--- src/pkg/ocrf_pkg.sv ---
package ocrf_pkg;
    // =========================================
    // register map
    localparam logic [3:0] ADDR_CFG0_LO = 4'h0;
    localparam logic [3:0] ADDR_CFG0_HI = 4'h1;
    localparam logic [3:0] ADDR_CFG1_LO = 4'h2;
    localparam logic [3:0] ADDR_CFG1_HI = 4'h3;
    localparam logic [3:0] ADDR_CNT0 = 4'h4;
    localparam logic [3:0] ADDR_CNT1 = 4'h5;
    localparam logic [3:0] ADDR_STATUS = 4'h6;
    localparam int CFG_W = 38;
    localparam int HI_W = 6;
    localparam logic [37:0] CFG_RESET = 38'h0;
    // =========================================
    // field layout of the filter configuration
    localparam int REQ_LSB = 0;
    localparam int REQ_MSB = 15;
    localparam int ANY_BIT = 16;
    localparam int SUP_LSB = 17;
    localparam int SUP_MSB = 30;
    localparam int SNP_LSB = 31;
    localparam int SNP_MSB = 37;
    // implemented request bits: 0..11 and 15
    localparam logic [15:0] REQ_VALID_MASK = 16'h8FFF;
    // implemented supplier bits 17..22 (relative to bit 17)
    localparam logic [13:0] SUP_VALID_MASK = 14'h003F;
    // =========================================
    // request class codes reported by the transaction path
    typedef enum logic [3:0] {
        OCRF_REQ_DMND_DATA = 4'h0,
        OCRF_REQ_DMND_OWN = 4'h1,
        OCRF_REQ_DMND_CODE = 4'h2,
        OCRF_REQ_WRITEBACK = 4'h3,
        OCRF_REQ_L2PF_DATA = 4'h4,
        OCRF_REQ_L2PF_OWN = 4'h5,
        OCRF_REQ_L2PF_CODE = 4'h6,
        OCRF_REQ_L3PF_LOAD = 4'h7,
        OCRF_REQ_L3PF_OWN = 4'h8,
        OCRF_REQ_L3PF_CODE = 4'h9,
        OCRF_REQ_LOCKED = 4'hA,
        OCRF_REQ_STREAM = 4'hB,
        OCRF_REQ_OTHER = 4'hF
    } ocrf_req_t;
    // supplier codes: index into the supplier field
    typedef enum logic [3:0] {
        OCRF_SUP_UNKNOWN = 4'h0,
        OCRF_SUP_L3_M = 4'h1,
        OCRF_SUP_L3_E = 4'h2,
        OCRF_SUP_L3_S = 4'h3,
        OCRF_SUP_L3_F = 4'h4,
        OCRF_SUP_LOCAL_DRAM = 4'h5
    } ocrf_sup_t;
    // snoop codes: index into the snoop field
    typedef enum logic [2:0] {
        OCRF_SNP_NO_DETAIL = 3'h0,
        OCRF_SNP_UNNEEDED = 3'h1,
        OCRF_SNP_MISSED = 3'h2,
        OCRF_SNP_HIT_NOFWD = 3'h3,
        OCRF_SNP_REMOTE_FWD = 3'h4,
        OCRF_SNP_MODIFIED = 3'h5,
        OCRF_SNP_NON_DRAM = 3'h6
    } ocrf_snp_t;
endpackage

--- src/hdl/ocrf_filter.sv ---
// The address-and-strobe port and the register offsets were chosen for this implementation.
`timescale 1ns/1ps
// Notes on behaviour
// - request bit 0 selects demand data and page-table reads only
// - request bit 1 selects demand and first-level prefetch ownership reads
// - request bit 2 selects demand and first-level instruction reads
// - request bit 3 selects modified-to-exclusive writebacks
// - bits 4 to 6 select L2 prefetch data, ownership, code reads
// - bits 7 to 9 select L2 prefetches into L3: load, ownership, code
// - bit 10 selects locked requests, bit 11 streaming stores
// - bit 15 selects any other interface request, including I/O
// - without a request bit and valid response pattern the count holds its value
// - several set bits count any transaction in any selected class
// - response valid when catch-all, or supplier and snoop bits set
// - catch-all bit 16 accepts any response
// - bits 18 to 21 select L3 states M E S F, bit 22 local DRAM
// - bit 17 selects responses without supplier information
// - bit 31 no snoop detail, bit 32 no snoop needed
// - bit 33 selects snoops that missed every cache
// - bit 34 selects snoop hits without forwarding
// - bit 35 selects clean forwards from a remote socket
// - bit 36 selects snoops finding a modified line
// - bit 37 selects non-DRAM targets such as memory-mapped I/O
// - each of two event codes uses its own configuration register
module ocrf_filter #(
    parameter int CNT_W = 32
) (
    input wire logic i_clock,
    input wire logic i_sys_rst,
    input wire logic [3:0] i_addr,
    input wire logic [31:0] i_wdata,
    input wire logic i_wr,
    input wire logic i_rd,
    output logic [31:0] o_rdata,
    input wire logic i_done,
    input wire logic [3:0] i_req,
    input wire logic [3:0] i_sup,
    input wire logic [2:0] i_snp,
    output logic [CNT_W-1:0] o_count0,
    output logic [CNT_W-1:0] o_count1
);
    initial begin
        if (CNT_W < 1 || CNT_W > 32) begin
            $error("CNT_W must be 1 to 32");
        end
    end

    // =========================================
    // state
    typedef struct packed {
        logic [37:0] cfg0;
        logic [37:0] cfg1;
        logic [CNT_W-1:0] cnt0;
        logic [CNT_W-1:0] cnt1;
        logic [31:0] rdata;
    } ocrf_state_t;

    ocrf_state_t st_q;
    ocrf_state_t st_d;
    logic hit0;
    logic hit1;
    logic valid0;
    logic valid1;

    // =========================================
    // per-event filters, each fed by its own register
    ocrf_match u_match0 (
        .i_cfg(st_q.cfg0),
        .i_req(i_req),
        .i_sup(i_sup),
        .i_snp(i_snp),
        .o_hit(hit0),
        .o_cfg_valid(valid0)
    );
    ocrf_match u_match1 (
        .i_cfg(st_q.cfg1),
        .i_req(i_req),
        .i_sup(i_sup),
        .i_snp(i_snp),
        .o_hit(hit1),
        .o_cfg_valid(valid1)
    );

    function automatic logic [31:0] hi_word(input logic [37:0] c);
        hi_word = {26'h0, c[37:32]};
    endfunction

    function automatic logic [31:0] cnt_word(input logic [CNT_W-1:0] c);
        logic [31:0] w;
        w = 32'h0;
        w[CNT_W-1:0] = c;
        cnt_word = w;
    endfunction

    // =========================================
    // next state
    always_comb begin
        st_d = st_q;
        st_d.rdata = 32'h0;
        // one increment per completed matching transaction
        if (i_done && hit0) begin
            st_d.cnt0 = st_q.cnt0 + 1'b1;
        end
        if (i_done && hit1) begin
            st_d.cnt1 = st_q.cnt1 + 1'b1;
        end
        if (i_wr) begin
            case (i_addr)
                ocrf_pkg::ADDR_CFG0_LO: st_d.cfg0[31:0] = i_wdata;
                ocrf_pkg::ADDR_CFG0_HI: st_d.cfg0[37:32] = i_wdata[5:0];
                ocrf_pkg::ADDR_CFG1_LO: st_d.cfg1[31:0] = i_wdata;
                ocrf_pkg::ADDR_CFG1_HI: st_d.cfg1[37:32] = i_wdata[5:0];
                // a software write to a counter wins over a same-cycle increment
                ocrf_pkg::ADDR_CNT0: st_d.cnt0 = i_wdata[CNT_W-1:0];
                ocrf_pkg::ADDR_CNT1: st_d.cnt1 = i_wdata[CNT_W-1:0];
                default: begin
                end
            endcase
        end
        if (i_rd) begin
            case (i_addr)
                ocrf_pkg::ADDR_CFG0_LO: st_d.rdata = st_q.cfg0[31:0];
                ocrf_pkg::ADDR_CFG0_HI: st_d.rdata = hi_word(st_q.cfg0);
                ocrf_pkg::ADDR_CFG1_LO: st_d.rdata = st_q.cfg1[31:0];
                ocrf_pkg::ADDR_CFG1_HI: st_d.rdata = hi_word(st_q.cfg1);
                ocrf_pkg::ADDR_CNT0: st_d.rdata = cnt_word(st_q.cnt0);
                ocrf_pkg::ADDR_CNT1: st_d.rdata = cnt_word(st_q.cnt1);
                ocrf_pkg::ADDR_STATUS: st_d.rdata = {30'h0, valid1, valid0};
                default: st_d.rdata = 32'h0;
            endcase
        end
    end

    always_ff @(posedge i_clock) begin
        if (i_sys_rst) begin
            st_q.cfg0 <= ocrf_pkg::CFG_RESET;
            st_q.cfg1 <= ocrf_pkg::CFG_RESET;
            st_q.cnt0 <= '0;
            st_q.cnt1 <= '0;
            st_q.rdata <= 32'h0;
        end else begin
            st_q <= st_d;
        end
    end

    assign o_rdata = st_q.rdata;
    assign o_count0 = st_q.cnt0;
    assign o_count1 = st_q.cnt1;

    // =========================================
    // checks
    no_req_nocount_a: assert property (@(posedge i_clock) disable iff (i_sys_rst)
        (st_q.cfg0[15:0] == 16'h0 && !i_wr) |=> st_q.cnt0 == $past(st_q.cnt0))
        else $error("counter 0 moved with no request bit");
    count_step_a: assert property (@(posedge i_clock) disable iff (i_sys_rst)
        (i_done && hit0 && !i_wr) |=> st_q.cnt0 == $past(st_q.cnt0) + 1'b1)
        else $error("counter 0 missed a matching transaction");
    any_accepts_a: assert property (@(posedge i_clock) disable iff (i_sys_rst)
        (st_q.cfg0[16] && st_q.cfg0[i_req] && ocrf_pkg::REQ_VALID_MASK[i_req]) |-> hit0)
        else $error("catch-all did not accept response");
    resp_valid_a: assert property (@(posedge i_clock) disable iff (i_sys_rst)
        (!st_q.cfg0[16] && st_q.cfg0[37:31] == 7'h0) |-> !valid0)
        else $error("response pattern valid without snoop bit");
    demand_data_a: assert property (@(posedge i_clock) disable iff (i_sys_rst)
        (st_q.cfg0[16:0] == 17'h10001) |-> (hit0 == (i_req == 4'h0)))
        else $error("bit 0 selection wrong");
    other_req_a: assert property (@(posedge i_clock) disable iff (i_sys_rst)
        (st_q.cfg1[16:0] == 17'h18000) |-> (hit1 == (i_req == 4'hF)))
        else $error("bit 15 selection wrong");
    sep_regs_a: assert property (@(posedge i_clock) disable iff (i_sys_rst)
        (i_wr && i_addr == ocrf_pkg::ADDR_CFG0_LO) |=> st_q.cfg1 == $past(st_q.cfg1))
        else $error("config 0 write disturbed config 1");
    local_dram_a: assert property (@(posedge i_clock) disable iff (i_sys_rst)
        (st_q.cfg0[16:0] == 17'h00001 && st_q.cfg0[30:17] == 14'h0020
         && st_q.cfg0[37:31] == 7'h01 && i_req == 4'h0 && i_snp == 3'h0)
        |-> (hit0 == (i_sup == 4'h5)))
        else $error("local dram supplier selection wrong");
    read_lat_a: assert property (@(posedge i_clock) disable iff (i_sys_rst)
        (i_rd && i_addr == ocrf_pkg::ADDR_STATUS) |=> o_rdata[0] == $past(valid0))
        else $error("status read wrong");
endmodule

--- src/hdl/ocrf_match.sv ---
`timescale 1ns/1ps
// =========================================
// one filter: combinational match of a completed transaction
module ocrf_match (
    input wire logic [37:0] i_cfg,
    input wire logic [3:0] i_req,
    input wire logic [3:0] i_sup,
    input wire logic [2:0] i_snp,
    output logic o_hit,
    output logic o_cfg_valid
);
    logic [15:0] req_f;
    logic [13:0] sup_f;
    logic [6:0] snp_f;
    logic req_ok;
    logic rsp_ok;
    always_comb begin
        req_f = i_cfg[ocrf_pkg::REQ_MSB:ocrf_pkg::REQ_LSB] & ocrf_pkg::REQ_VALID_MASK;
        sup_f = i_cfg[ocrf_pkg::SUP_MSB:ocrf_pkg::SUP_LSB] & ocrf_pkg::SUP_VALID_MASK;
        snp_f = i_cfg[ocrf_pkg::SNP_MSB:ocrf_pkg::SNP_LSB];
        // one-hot select of the class; multiple set bits OR together
        req_ok = req_f[i_req];
        // catch-all overrides supplier and snoop selection
        if (i_cfg[ocrf_pkg::ANY_BIT]) begin
            rsp_ok = 1'b1;
        end else begin
            // codes past the field read as not selected
            rsp_ok = (i_sup < 4'hE ? sup_f[i_sup] : 1'b0)
                & (i_snp < 3'h7 ? snp_f[i_snp] : 1'b0);
        end
        // an invalid pattern can never hit, so the count holds its value
        o_cfg_valid = (|req_f) & (i_cfg[ocrf_pkg::ANY_BIT] | ((|sup_f) & (|snp_f)));
        o_hit = req_ok & rsp_ok & o_cfg_valid;
    end
endmodule

--- config.mk ---
export PLATFORM = sky130hd
export DESIGN_NAME = ocrf_filter
export DESIGN_NICKNAME = d
export VERILOG_FILES = /design/src/pkg/ocrf_pkg.sv /design/src/hdl/ocrf_filter.sv /design/src/hdl/ocrf_match.sv
export SDC_FILE = /design/constraint.sdc
export NUM_CORES = 1
export LEC_CHECK = 0
export ABC_AREA = 1
export BUFFER_PORTS_ARGS = -buffer_cell sky130_fd_sc_hd__buf_2
export CELL_PAD_IN_SITES_DETAIL_PLACEMENT = 1
export CELL_PAD_IN_SITES_GLOBAL_PLACEMENT = 1
export CORE_AREA = 4 4 151 190
export CTS_BUF_LIST = sky130_fd_sc_hd__clkbuf_8
export DETAILED_ROUTE_END_ITERATION = 10
export DIE_AREA = 0 0 155 194
export HOLD_SLACK_MARGIN = 0.12
export PLACE_DENSITY_LB_ADDON = 0.12
export SYNTH_ARGS = -nofsm -noshare
export SYNTH_HDL_FRONTEND = slang
export SYNTH_HIERARCHICAL = 1
export SYNTH_SLANG_ARGS = --single-unit
--- constraint.sdc ---
create_clock -name i_clock -period 1.85 [get_ports i_clock]
set_input_delay 0 -clock i_clock [delete_from_list [all_inputs] [get_ports i_clock]]
set_output_delay 0 -clock i_clock [all_outputs]
set_load 0.02 [all_outputs]
==> flow_summary.yaml <==
outcome:
  status: "finished with violations"
  violations: "negative setup slack"
detailed_routing:
  dr_wl_met2_mm: 21.6
  route.met3.wl_mm: 1.41
  dr.pass1.iters: 4
  wl_per_cell_um: 19.7
  vias_per_cell: 5.16
  highest_layer: "met4"
  met1Wirelength_mm: 16.2
  drc: 0
  first_iter_violations: 468
  postRouteAntennaNets: 0
  routed_wl_mm: 41.1
  num_vias: 10753
clock_network:
  cts-root-buf: "clkbuf_8"
  cts_buffers: 17
  clk_latency_ns: 0.49
  htree_num_levels: 4
  clk_pin_slew_worst_paths_ns: 0.10
  cts_tree: "built"
  clockBufferDepth: 2
  numClockSinks: 172
global_route:
  grt.total_usage: 0.268
  antenna_found_initial: 0
  grt_pass1_vias: 11041
  grt.overflow.total: 0
  grt_pass1_wl_mm: 62.9
  grt_max_degree: 41
logic_synthesis:
  async_flop_share: 0
  yosys.area.top_type: "dfxtp_1"
  ys_types: 46
  synth_warnings: 6
  synthesis.area_sq_um: 10100
  synthTopCellsByArea: "dfxtp_1 34%, nand2_1 10%, inv_1 9.2%"
  syn-num-nets: 1595
  synth_cells: 1541
  synth_seq_cells: 172
  ys_top_cells_by_count: "270 x nand2_1, 247 x inv_1, 172 x dfxtp_1"
  synth_most_common_cell: "nand2_1"
  synth_top_area_frac: 0.341
  synth-seq-area-share: 0.341
  synth_edf_count: 0
  avgSynthCellArea_sq_um: 6.56
  ys.flop_type: "dfxtp_1"
worst_setup_path:
  worst_setup_path_end_kind: "flip-flop"
  start_kind: "flip-flop"
  ff2ff_setup_slack_ns: -0.18
  path_class: "flip-flop to flip-flop"
  crit_fanout: 7
  r2r_cells: 18
  cp_data_arrival_time_ns: 2.42
  cp.required_ns: 2.24
power:
  power_density_nw_per_um2: 588
  peakVddDrop_v: 0.000418
  leakagePower_nw: 5.70
finish:
  fillCellCount: 3533
  fin_nets: 1779
  num_antenna_cells: 0
  drive_above_1_share: 0.278
  syn_to_final_growth_pct: 26.6
  fin_cells: 2083
sta:
  fin_skew_ns: 0.0186
  setup_violations: 53
  fin_crit_ns: 2.03
  fin_setup_tns_ns: -4.97
  fin_crit_sh: 1.10
  tightest_slew_ns: 0.609
  final.setup.worst_slack_ns: -0.185
  maxSlewHeadroom: 0.594
  rsz0062_at_grt: "yes"
  max_freq_mhz: 491
  timing.final.hold_violations: 0
  final-max-slew-violation-count: 0
floorplan:
  rows: 67
  dieWidth_um: 155
  pin_count: 148
  dieHeight_um: 194
  start_util: 0.378
  coreArea_sq_um: 26700
  die-area_sq_um: 30100
place:
  dpl.cell_count: 1993
  gp_congestion: 0.917
  port_buffers: 147
  dp_hpwl_mm: 31.4
  pre_cts_slack_ns: -0.288
hold_path:
  hp-class: "primary input to flip-flop"
  hold_depth: 7
run:
  maxCapViolCount: 0
worst paths after layout:
check	from	end
max	st_q[131]$_SDFFE_PP0P_	o_count1[31]$_SDFF_PP0_
min	i_done	o_count1[18]$_SDFF_PP0_
max reg2reg	st_q[131]$_SDFFE_PP0P_	o_count1[31]$_SDFF_PP0_
min reg2reg	st_q[147]$_SDFFE_PP0P_	st_q[147]$_SDFFE_PP0P_
cell usage in the layout, fill, tap and decap left out, types with 5 or more instances in the layout:
cell type | synthesis | final
a211oi_1 | 8 | 8
a21oi_1 | 105 | 99
a21oi_2 | 2 | 7
a31oi_1 | 10 | 10
buf_12 | 0 | 10
buf_2 | 23 | 147
buf_4 | 99 | 100
buf_6 | 8 | 18
clkbuf_8 | 0 | 17
dfxtp_1 | 172 | 154
dfxtp_2 | 0 | 18
dlygate4sd3_1 | 0 | 43
inv_1 | 247 | 236
inv_2 | 11 | 21
inv_4 | 2 | 5
nand2_1 | 270 | 241
nand2_2 | 5 | 29
nand2_4 | 1 | 5
nand3_1 | 147 | 113
nand3_2 | 3 | 32
nand3_4 | 0 | 5
nand4_1 | 14 | 14
nor2_1 | 147 | 131
nor2_2 | 10 | 8
nor2_4 | 11 | 29
o211ai_1 | 7 | 7
o21ai_0 | 70 | 54
o21ai_1 | 51 | 62
o21ai_2 | 2 | 7
o22ai_1 | 47 | 47
xor2_1 | 9 | 8
power breakdown:
group	leakage, nW	internal (W)	total (W)	switching (W)
clock network	0.193	0.00120	0.00275	0.00155
registers	1.40	0.00377	0.00383	0.0000640
logic	4.11	0.000346	0.000937	0.000590
flip-flops by register name, summed over array words and instances (netlist names):
| signal | cells |
|---|---|
| o_count0 | 32 |
| o_count1 | 32 |
| st_q | 76 |
| o_rdata | 32 |
per-layer routing:
layer,GRT usage,vias up
met4,0.121,0
li1,-,5233
met3,0.0333,79
met2,0.493,242
met1,0.305,5199
met5,0,-
per-stage QoR:
stage           util  hold WS, ns  power [W]  cell area (sq um)
2_1_floorplan      -        0.147    0.00437              10100
3_3_place_gp   0.419        0.325    0.00474              11200
4_1_cts        0.462        0.183    0.00757              12300
5_1_grt        0.478        0.221    0.00784              12800
3_5_place_dp   0.419        0.335    0.00475              11200
6_report       0.478        0.211    0.00752              12800
worst max-delay path, stage by stage, from the launching register on:
cell and delay [ns]:
dfxtp_2 0.33, inv_1 0.05, nand2_1 0.07, nand3_2 0.07
nand2_1 0.08, nand2_1 0.05, nand2_1 0.07, nand3_2 0.10
a21oi_4 0.17, nand2_4 0.15, buf_6 0.16, nor2_4 0.06
nand3_1 0.09, nor2_2 0.16, nand3_1 0.09, nand2_1 0.08
nand3_2 0.05, nand2_1 0.07, inv_1 0.04
final cells by class:
class | count | area (sq um) | share of cell area
sequential | 172 | 3470 | 0.271
clock inverter | 15 | 150 | 0.0117
tap | 345 | 432 | 0.0337
clock buffer | 17 | 234 | 0.0183
multi-input combinational | 953 | 5170 | 0.404
timing repair buffer | 320 | 2350 | 0.184
inverter | 261 | 992 | 0.0775
kinds of logic after synthesis:
kind of cell    share of synthesized area
compound gates                      0.173
simple gates                        0.272
flops                               0.341
fa+ha+maj                         0.00248
xor+xnor                           0.0113
buf+inv                             0.201
repair_timing:
item / in CTS / in global routing
pin swaps: 46 / 50
hold buffers: 43 / 0
gates resized for setup: 87 / 110
endpoints found under the setup margin: 53 / 64
setup buffers: 8 / 12
endpoints found under the hold margin: 166 / 0
(Power assumes the default switching activity.)
